$ cat src/pkg/iss_pkg.sv
// Package of constants for the interrupt source selector.
package iss_pkg;
    localparam logic [31:0] ADDR_HIGH     = 32'h019C_0000;
    localparam logic [31:0] ADDR_LOW      = 32'h019C_0004;
    localparam logic [31:0] ADDR_STATUS   = 32'h019C_0008;
    localparam logic [31:0] ADDR_MASK     = 32'h019C_000C;
    localparam int          FIELD_W       = 5;
    localparam int          NUM_LINES     = 16;
    localparam int          NUM_SEL       = 12;
    localparam int          FIRST_SEL     = 4;
    localparam int          NUM_SRC       = 32;
    // Low bit of each selector field in its register, for lines 4..15.
    localparam int          FIELD_LSB [6] = '{0, 5, 10, 16, 21, 26};
    localparam logic [31:0] USED_BITS     = 32'h7FFF_7FFF;
    localparam logic [31:0] LOW_RESET     = 32'h2507_18A4;
    localparam logic [31:0] HIGH_RESET    = 32'h0820_2D43;
    localparam logic [11:0] MASK_RESET    = 12'h000;
    localparam logic [4:0]  CODE_RSV_A    = 5'h15;
    localparam logic [4:0]  CODE_RSV_B    = 5'h16;
    localparam logic [4:0]  CODE_RSV_LO   = 5'h18;
    localparam logic [4:0]  CODE_RSV_HI   = 5'h1D;
endpackage

$ cat src/pkg/iss_sel_if.sv
// Interface carrying selector codes and routed lines between modules.
`timescale 1ns/100ps
interface iss_sel_if;
    logic [59:0] codes;
    logic [31:0] events;
    logic [11:0] lines;
    modport ctrl (output codes, output events, input lines);
    modport mux  (input codes, input events, output lines);
endinterface

$ cat src/rtl/iss_mux.sv
// Twelve 32-to-1 selectors that route an event onto each programmable line.
`timescale 1ns/100ps
module iss_mux (
    iss_sel_if.mux sel
);
    genvar g;
    generate
        for (g = 0; g < iss_pkg::NUM_SEL; g++) begin : g_line
            // Every code picks its event; reserved inputs are tied low above.
            assign sel.lines[g] = sel.events[sel.codes[g*5 +: 5]];
        end
    endgenerate
endmodule

$ cat src/rtl/iss_top.sv
// Interrupt source selector: registers, routing, priority and interrupt.
// How it works
// - Lines 0 to 3 come straight from reset, NMI and two tied-low lines.
// - Lines 4 to 15 each take the event chosen by a 5-bit selector field.
// - Lines 4 to 7 use low fields 4:0, 9:5, 14:10, 20:16, reset codes 4 to 7.
// - Lines 8 and 9 use low fields 25:21 and 30:26, reset codes 8 and 9.
// - Lines 10 to 12 use high fields 4:0, 9:5, 14:10, reset codes 3, 10, 11.
// - Lines 13 to 15 use high fields 20:16, 25:21, 30:26, reset codes 0, 1, 2.
// - Codes 12 to 20 select the serial, GPIO 0, timer 2 and port B events.
// - Codes 23, 30 and 31 select the cell bus, Viterbi and turbo events.
// - After reset the shared pins act as external interrupt inputs only.
// - Line 0 has the highest priority and line 15 the lowest.
// - The high register is at 0x019C0000 and the low one at 0x019C0004.
//
// The implementer's own choices: the register addresses and the strobed register port.
`timescale 1ns/100ps
module iss_top (
    input  wire  logic        mclk,
    input  wire  logic        nrst,
    input  wire  logic        clk_en,
    input  wire  logic [31:0] addr,
    input  wire  logic [31:0] wdata,
    input  wire  logic        wr_stb,
    input  wire  logic        rd_stb,
    output logic [31:0]       rdata,
    input  wire  logic        reset_event,
    input  wire  logic        nmi_event,
    input  wire  logic [3:0]  external_irq_pin,
    input  wire  logic        host_port_event,
    input  wire  logic        timer0_event,
    input  wire  logic        timer1_event,
    input  wire  logic        port_a_sdram_timer_event,
    input  wire  logic        dma_completion_event,
    input  wire  logic        emulation_dma_event,
    input  wire  logic        debug_exchange_rx_event,
    input  wire  logic        debug_exchange_tx_event,
    input  wire  logic        serial0_tx_event,
    input  wire  logic        serial0_rx_event,
    input  wire  logic        serial1_tx_event,
    input  wire  logic        serial1_rx_event,
    input  wire  logic        gpio_event_0,
    input  wire  logic        serial2_tx_event,
    input  wire  logic        serial2_rx_event,
    input  wire  logic        timer2_event,
    input  wire  logic        port_b_sdram_timer_event,
    input  wire  logic        cell_bus_event,
    input  wire  logic        viterbi_coproc_event,
    input  wire  logic        turbo_coproc_event,
    output logic [15:0]       cpu_int_lines,
    output logic [3:0]        top_line_id,
    output logic              top_line_valid,
    output logic              irq
);
    logic [31:0] low_r;
    logic [31:0] high_r;
    logic [11:0] status_r;
    logic [11:0] mask_r;
    logic [31:0] rdata_nxt;
    logic [15:0] lines_nxt;
    logic [11:0] rise;
    logic [11:0] prev_r;
    logic [3:0]  top_nxt;

    iss_sel_if sel ();

    // Event table, index equals selector code; reserved codes read zero.
    assign sel.events = {turbo_coproc_event, viterbi_coproc_event,
                         6'h00,
                         cell_bus_event,
                         2'b00,
                         port_b_sdram_timer_event, timer2_event,
                         serial2_rx_event, serial2_tx_event,
                         gpio_event_0,
                         serial1_rx_event, serial1_tx_event,
                         serial0_rx_event, serial0_tx_event,
                         debug_exchange_tx_event,
                         debug_exchange_rx_event,
                         emulation_dma_event, dma_completion_event,
                         external_irq_pin,
                         port_a_sdram_timer_event, timer1_event,
                         timer0_event, host_port_event};

    // Field lists follow the line order 4..15.
    function automatic logic [4:0] field(input logic [31:0] r, input int k);
        field = r[iss_pkg::FIELD_LSB[k] +: iss_pkg::FIELD_W];
    endfunction

    assign sel.codes = {field(high_r, 5), field(high_r, 4),
                        field(high_r, 3),
                        field(high_r, 2), field(high_r, 1),
                        field(high_r, 0),
                        field(low_r, 5), field(low_r, 4),
                        field(low_r, 3), field(low_r, 2),
                        field(low_r, 1), field(low_r, 0)};

    iss_mux u_mux (
        .sel (sel)
    );

    wire hit_low  = (addr == iss_pkg::ADDR_LOW);
    wire hit_high = (addr == iss_pkg::ADDR_HIGH);
    wire hit_stat = (addr == iss_pkg::ADDR_STATUS);
    wire hit_mask = (addr == iss_pkg::ADDR_MASK);

    // Lines 2 and 3 are reserved and held low.
    assign lines_nxt = {sel.lines, 2'b00, nmi_event, reset_event};

    assign rise = sel.lines & ~prev_r;

    always_comb begin
        rdata_nxt = 32'h0000_0000;
        if (rd_stb) begin
            if (hit_low)
                rdata_nxt = low_r & iss_pkg::USED_BITS;
            else if (hit_high)
                rdata_nxt = high_r & iss_pkg::USED_BITS;
            else if (hit_stat)
                rdata_nxt = {20'h0_0000, status_r};
            else if (hit_mask)
                rdata_nxt = {20'h0_0000, mask_r};
        end
    end

    // Fixed priority: lowest numbered active line wins.
    always_comb begin
        top_nxt = 4'h0;
        for (int i = iss_pkg::NUM_LINES - 1; i >= 0; i--) begin
            if (lines_nxt[i])
                top_nxt = 4'(i);
        end
    end

    always_ff @(posedge mclk) begin
        if (!nrst) begin
            low_r  <= iss_pkg::LOW_RESET;
            high_r <= iss_pkg::HIGH_RESET;
        end else if (clk_en && wr_stb) begin
            // Writes take effect the next cycle for routing.
            if (hit_low)
                low_r <= wdata & iss_pkg::USED_BITS;
            if (hit_high)
                high_r <= wdata & iss_pkg::USED_BITS;
        end
    end

    always_ff @(posedge mclk) begin
        if (!nrst) begin
            mask_r <= iss_pkg::MASK_RESET;
        end else if (clk_en && wr_stb && hit_mask) begin
            mask_r <= wdata[11:0];
        end
    end

    // A rising line sets its sticky bit; a status read clears, set wins.
    always_ff @(posedge mclk) begin
        if (!nrst) begin
            status_r <= 12'h000;
            prev_r   <= 12'h000;
        end else if (clk_en) begin
            prev_r <= sel.lines;
            if (rd_stb && hit_stat)
                status_r <= rise;
            else
                status_r <= status_r | rise;
        end
    end

    always_ff @(posedge mclk) begin
        if (!nrst) begin
            rdata          <= 32'h0000_0000;
            cpu_int_lines  <= 16'h0000;
            top_line_id    <= 4'h0;
            top_line_valid <= 1'b0;
            irq            <= 1'b0;
        end else if (clk_en) begin
            rdata          <= rdata_nxt;
            cpu_int_lines  <= lines_nxt;
            top_line_id    <= top_nxt;
            top_line_valid <= |lines_nxt;
            irq            <= |(status_r & mask_r);
        end
    end

    a_reserved_low: assert property (@(posedge mclk) disable iff (!nrst)
        !cpu_int_lines[2] && !cpu_int_lines[3])
        else $error("reserved lines driven");

    a_nmi_follows: assert property (@(posedge mclk) disable iff (!nrst)
        clk_en |=> cpu_int_lines[1] == $past(nmi_event))
        else $error("nmi line wrong");

    a_line4_route: assert property (@(posedge mclk) disable iff (!nrst)
        clk_en |=> cpu_int_lines[4] ==
            $past(sel.events[low_r[4:0]]))
        else $error("line 4 misrouted");

    a_line15_route: assert property (@(posedge mclk) disable iff (!nrst)
        clk_en |=> cpu_int_lines[15] ==
            $past(sel.events[high_r[30:26]]))
        else $error("line 15 misrouted");

    a_unused_zero: assert property (@(posedge mclk) disable iff (!nrst)
        !low_r[15] && !low_r[31] && !high_r[15] && !high_r[31])
        else $error("unused bits set");

    a_write_takes: assert property (@(posedge mclk) disable iff (!nrst)
        clk_en && wr_stb && hit_high |=>
            high_r == ($past(wdata) & iss_pkg::USED_BITS))
        else $error("high write lost");

    a_priority_top: assert property (@(posedge mclk) disable iff (!nrst)
        top_line_valid |-> cpu_int_lines[top_line_id] &&
            ((cpu_int_lines & ((16'h0001 << top_line_id) - 16'h0001))
             == 16'h0000))
        else $error("priority wrong");

    a_timer2_code: assert property (@(posedge mclk) disable iff (!nrst)
        sel.events[19] == timer2_event &&
        sel.events[31] == turbo_coproc_event)
        else $error("code table wrong");

    a_reserved_code: assert property (@(posedge mclk) disable iff (!nrst)
        sel.events[21] == 1'b0 && sel.events[24] == 1'b0)
        else $error("reserved code live");
endmodule

$ cat config.mk
export PLATFORM = sky130hd
export DESIGN_NAME = iss_top
export DESIGN_NICKNAME = d
export VERILOG_FILES = /design/src/pkg/iss_pkg.sv /design/src/pkg/iss_sel_if.sv /design/src/rtl/iss_mux.sv /design/src/rtl/iss_top.sv
export SDC_FILE = /design/constraint.sdc
export NUM_CORES = 1
export LEC_CHECK = 0
export ABC_AREA = 0
export ABC_CLOCK_PERIOD_IN_PS = 3700
export BUFFER_PORTS_ARGS = -buffer_cell sky130_fd_sc_hd__buf_2
export CAP_MARGIN = 20
export CORE_MARGIN = 2
export CORE_UTILIZATION = 55
export DETAILED_ROUTE_END_ITERATION = 10
export PLACE_DENSITY = 0.89
export SYNTH_ARGS = -nofsm -noshare
export SYNTH_HDL_FRONTEND = slang
export SYNTH_SLANG_ARGS = --single-unit
$ cat constraint.sdc
create_clock -name mclk -period 3.7 [get_ports mclk]
set_clock_uncertainty 0.2 [all_clocks]
set_input_delay 0.37 -clock mclk [delete_from_list [all_inputs] [get_ports mclk]]
set_output_delay 0.37 -clock mclk [all_outputs]
set_load 0.005 [all_outputs]
Word-level counts from Yosys, hierarchy flattened

Index checks and enable logic that the tools add are counted.
W data, S select, Z words.

Output and inout port bits: 54
Bits of input ports: 95
Register bits after elaboration: 148
Word-level logic and storage cells: 81

Multiplexer cells: 44
Reduce and logical (&&, ||, !) cells: 7
Magnitude comparators: 12
Eq/ne operators: 4
Bitwise operators: 4

Operator list:

| operator               | number |
|---|---|
| $eq A32 B25 Y1 const B | 4 |
| $mux W32               | 3 |
| $lt A5 B6 Y1 const B   | 12 |
| $bmux W1 S5            | 12 |
| $mux W4                | 14 |
| $mux W12               | 3 |
| $and A12 B12 Y12       | 2 |
| $reduce_or A14 Y1      | 1 |
| $mux W1                | 12 |
| $not A12 Y12           | 1 |
| $or A12 B12 Y12        | 1 |
| $reduce_or A12 Y1      | 1 |
| $reduce_and A2 Y1      | 2 |
| $logic_and A1 B1 Y1    | 3 |

Logic depth before layout (Yosys ltp)

Word-level depth: 16
Gate-level depth with buffers: 8
Depth with buffers taken out: 7

By module

From an unflattened synthesis, not the netlist that was laid out.

Cells, all modules: 1164
Area, all modules: 9892.0 µm²

By module, submodules not included:

| module  | times used | seq. area each (µm²) | cells an instance | area an instance (µm²) |
|---|---|---|---|---|
| iss_top | 1          | 2682.6               | 640               | 5835.6 |
| iss_mux | 1          | 0.0                  | 524               | 4056.4 |

Worst setup path after synthesis

No wires, ideal clock.

Path type: reg-to-reg
From: register high_r[26]
To: register top_line_id[3]
Cell stages (with the launch flop): 9
Library setup time: 0.128 ns
Setup slack: 0.923 ns
Required time: 3.372 ns
Arrival time: 2.449 ns
Path buffers: 1
Clock period less this slack: 2.777 ns
Cell sequence: dfxtp_1 -> clkbuf_1 -> mux4_2 -> mux2i_1 -> a22oi_1 -> o21a_1 -> or4b_4 -> o311ai_1 -> a21oi_1

Word-level cells in the longest chain between the ends: 16

Ends and longest elaborated chain:

| element                       | line           | source |
|---|---|---|
| start, declared               | iss_top.sv:55  | `logic [31:0] high_r;` |
| start signal, assigned        | iss_top.sv:136 | `high_r <= iss_pkg::HIGH_RESET;` |
| start signal, assigned        | iss_top.sv:142 | `high_r <= wdata & iss_pkg::USED_BITS;` |
| $bmux W1 S5                   | iss_mux.sv:10  | `assign sel.lines[g] = sel.events[sel.codes[g*5 +: 5]];` |
| $mux W1 (not written as such) | iss_mux.sv:10  |  |
| $mux W4 (14 in a row)         | iss_top.sv:128 | `if (lines_nxt[i])` |
| end signal, assigned          | iss_top.sv:178 | `top_line_id <= top_nxt;` |
| end, declared                 | iss_top.sv:50  | `output logic [3:0] top_line_id,` |

Every way passes these cells. The select of a mux whose other input is x is not followed.
A chain may end at the register's enable or synchronous reset.

Worst setup path after layout

From: register low_r[7]
To: register top_line_id[1]

Word-level cells in the longest chain between the ends: 6

Ends and longest elaborated chain:

| element                       | line           | source |
|---|---|---|
| start, declared               | iss_top.sv:54  | `logic [31:0] low_r;` |
| start signal, assigned        | iss_top.sv:135 | `low_r <= iss_pkg::LOW_RESET;` |
| start signal, assigned        | iss_top.sv:140 | `low_r <= wdata & iss_pkg::USED_BITS;` |
| $bmux W1 S5                   | iss_mux.sv:10  |  |
| $mux W1 (not written as such) | iss_mux.sv:10  |  |
| $mux W4 (4 in a row)          | iss_top.sv:128 |  |

Every way passes these cells. The select of a mux whose other input is x is not followed.

==> metrics.csv <==
stage;metric;value;unit
timing;rsz0062_at_grt;false;
timing;finalCriticalPeriod;3240;ps
die;rows;45;
critical_path;endpoint_kind;flip-flop;
placement;globalplace.congestion;0.965;
yosys;postSynthCellCount;987;
cells_and_area;final_layout_size_suffix_gt1_share;24.2;%
die;dieWidth;127;um
cts;post_cts_buffers;0;
pwr;ir_drop;0.000328;V
cts;cts_max_path_buffers;2;
pwr;p_leak;3.82;nW
pwr;intPower;2.65;mW
route;drt_wl_total;27000;um
global_route;grt_pass1_wl;41800;um
worst_hold_path;worstHoldStart;nmi_event;
yosys;synth_edf_count;0;
yosys;yosysUniqueCellTypes;71;
critical_path;cp_max_fo;11;
yosys;synth_seq_cells;134;
cts;clk_pin_slew_worst_paths;60;ps
cells_and_area;final_cell_mix;152 x nand2_1, 142 x buf_2, 134 x dfxtp_1, 113 x a21oi_1, 86 x nor2_1;
die;die_h;127;um
cts;root_buffer;clkbuf_16;
die;io_pins;149;
global_route;antenna_found_initial;1;
timing;hold_viol;0;
timing;slew_headroom;33.6;%
pwr;power_frac_comb;10.7;%
route;wl_per_cell;21.1;um
die;die_area;16200;um2
pwr;switching_share;26.0;%
critical_path;crit_start;low_r[7];
global_route;grt_pass1_vias;7999;
cells_and_area;fillerInstances;1203;
placement;hpwl;17700;um
yosys;yosysSeqAreaShare;32.1;%
placement;io_buffer_count;142;
global_route;gr-total-overflow;0;
route;via_per_inst;6.67;
cells_and_area;antenna_cells;0;
timing;max_clock_freq;308;MHz
yosys;postSynthAreaPerCell;8.46;um2
cts;clkSinkCount;134;
cts;cts_buffers;17;
yosys;ys_warn_count;0;
yosys;ys.flop_type;dfxtp_1;
pwr;seqPwrFrac;41.5;%
route;dr.pass1.iters;6;
job;cap_violations;0;
cts;cts_resized;0;
pwr;powerDensity;365;nW/um2
cts;h-tree-depth;4;
timing;tightest_slew;995;ps
critical_path;critPathKind;flip-flop to flip-flop;
critical_path;worstPathRequired;3860;ps
route;antenna_left;0;
route;drc;0;
pwr;p_switching;929;uW
cells_and_area;fin_nets;1173;
run_status;status;finished clean;
route;vias;8527;
placement;place_inst;1226;
timing;slew_violations;0;
timing;period_share;87.7;%
route;drtIter0Drc;1169;
global_route;grt_max_degree;66;
cells_and_area;layout_commonest_cell;nand2_1;
pwr;pwr-share-clk;47.8;%
critical_path;critical_path_arrival;3400;ps
cells_and_area;layoutNonFillerInstCount;1279;
global_route;track_usage;33.0;%
timing;setup_tns;0;ps
critical_path;worstReg2RegStart;low_r[7];
critical_path;cp-start-kind;flip-flop;
die;initial_core_util;55.5;%
yosys;syn-cell-area;8350;um2
cts;cts_tree;built;
pwr;p_total;3.58;mW
timing;setup_viol;0;
yosys;async_flop_share;0;%
worst_hold_path;hp-class;primary input to flip-flop;
die;core-area;15000;um2
cells_and_area;areaGrowthSynthToFinish;17.4;%
cts;clock_latency;440;ps
[synth_stat cells, drive strengths merged, types with 3 or more instances]
cell type | instances | area share, %
nand3b | 9 | 0.81
o221a | 4 | 0.54
nand2 | 152 | 6.8
mux2 | 16 | 2.2
nor3 | 6 | 0.36
nor3b | 17 | 1.5
o21ai | 12 | 0.76
buf | 23 | 1.6
dfxtp | 134 | 32
nand3 | 27 | 1.6
nand4 | 7 | 0.52
a221oi | 4 | 0.42
mux2i | 68 | 8.2
nor4b | 3 | 0.39
inv | 25 | 1.1
a211oi | 8 | 0.72
nand2b | 9 | 0.67
o221ai | 4 | 0.42
a22oi | 32 | 2.9
clkbuf | 88 | 4.1
nor4bb | 5 | 0.60
nor4 | 9 | 0.75
o21a | 3 | 0.27
a41oi | 3 | 0.31
a32oi | 5 | 0.52
a21oi | 113 | 6.8
nor2 | 86 | 3.9
o211ai | 11 | 0.99
and3 | 3 | 0.22
nor2b | 8 | 0.60
and2 | 5 | 0.37
a311oi | 3 | 0.31
mux4 | 45 | 12
o31ai | 3 | 0.27
a31oi | 8 | 0.78
[flip-flops by register name (all words and copies together), names as in the netlist, 2 cells and up]
register / cells
top_line_id: 4
low_r: 30
high_r: 30
cpu_int_lines: 2
rdata: 30
prev_r: 12
status_r: 12
mask_r: 12
[cells by family (layout without fill, tap and decap cells)]
kind of cell | Yosys count | in the layout | synth area share [%]
DFF | 134 | 134 | 32.1
and+or+nand+nor | 353 | 353 | 19.9
muxes | 129 | 129 | 22.6
AOI/OAI and AO/OA | 234 | 234 | 18.5
buffers and inverters | 136 | 237 | 6.82
other | 1 | 4 | 0.0449
[repair_timing]
| item | CTS | global route |
|---|---|---|
| endpoints found under the setup margin | 0 | 0 |
| endpoints found under the hold margin | 30 | 0 |
| hold buffers | 20 | 0 |
[stage by stage]
stage	hold WS, ps	util [%]	setup WS (ps)	cell area (um2)
floorplan	246	-	923	8360
global placement	254	59.8	511	8990
detailed placement	262	59.8	493	8990
CTS	1.38	65.1	470	9780
global route	6.34	65.2	300	9800
finish	1.95	65.2	456	9800
[power groups by stage]
stage | logic, mW | clock network [mW] | registers, mW
after floorplan | 0.210 | 0 | 1.51
after global placement | 0.343 | 0 | 1.51
after detailed placement | 0.349 | 0 | 1.51
after CTS | 0.369 | 1.70 | 1.48
after global routing | 0.404 | 1.78 | 1.48
final | 0.385 | 1.71 | 1.48
[critical path: stages (launching register included)]
cell,delay (ps)
dfxtp_1,670
mux4_2,560
mux4_2,490
nor2b_1,170
a31oi_4,330
nor4b_2,360
o221ai_1,180
a21oi_1,200
[per-layer routing]
metal  vias to the layer above  share of wire (%)  global-route usage (%)  wire length, um
met1                      4016                 37                    40.7             9960
met2                       634                 46                    52.6            12500
met4                         0                4.8                    18.7             1280
li1                       3752                  -                       -                -
met5                         -                  0                       0                0
met3                       125                 12                    8.79             3250
[final cells by class]
class	instances	area (um2)	area share, %
multi-input cells	720	5130	52.4
flip-flops and latches	134	2680	27.4
repair buffers	180	1070	10.9
clock buffers	19	443	4.52
well taps	188	235	2.40
clock inverters	13	144	1.47
inverters	25	93.8	0.957
[final timing paths]
kind                          to  slack, ps  depth (start not counted)
hold / removal    top_line_id[2]          2                          2
setup reg to reg  top_line_id[1]        460                          7
hold reg to reg   top_line_id[3]        270                          2
setup / recovery  top_line_id[1]        460                          7
(Power assumes the default switching activity.)
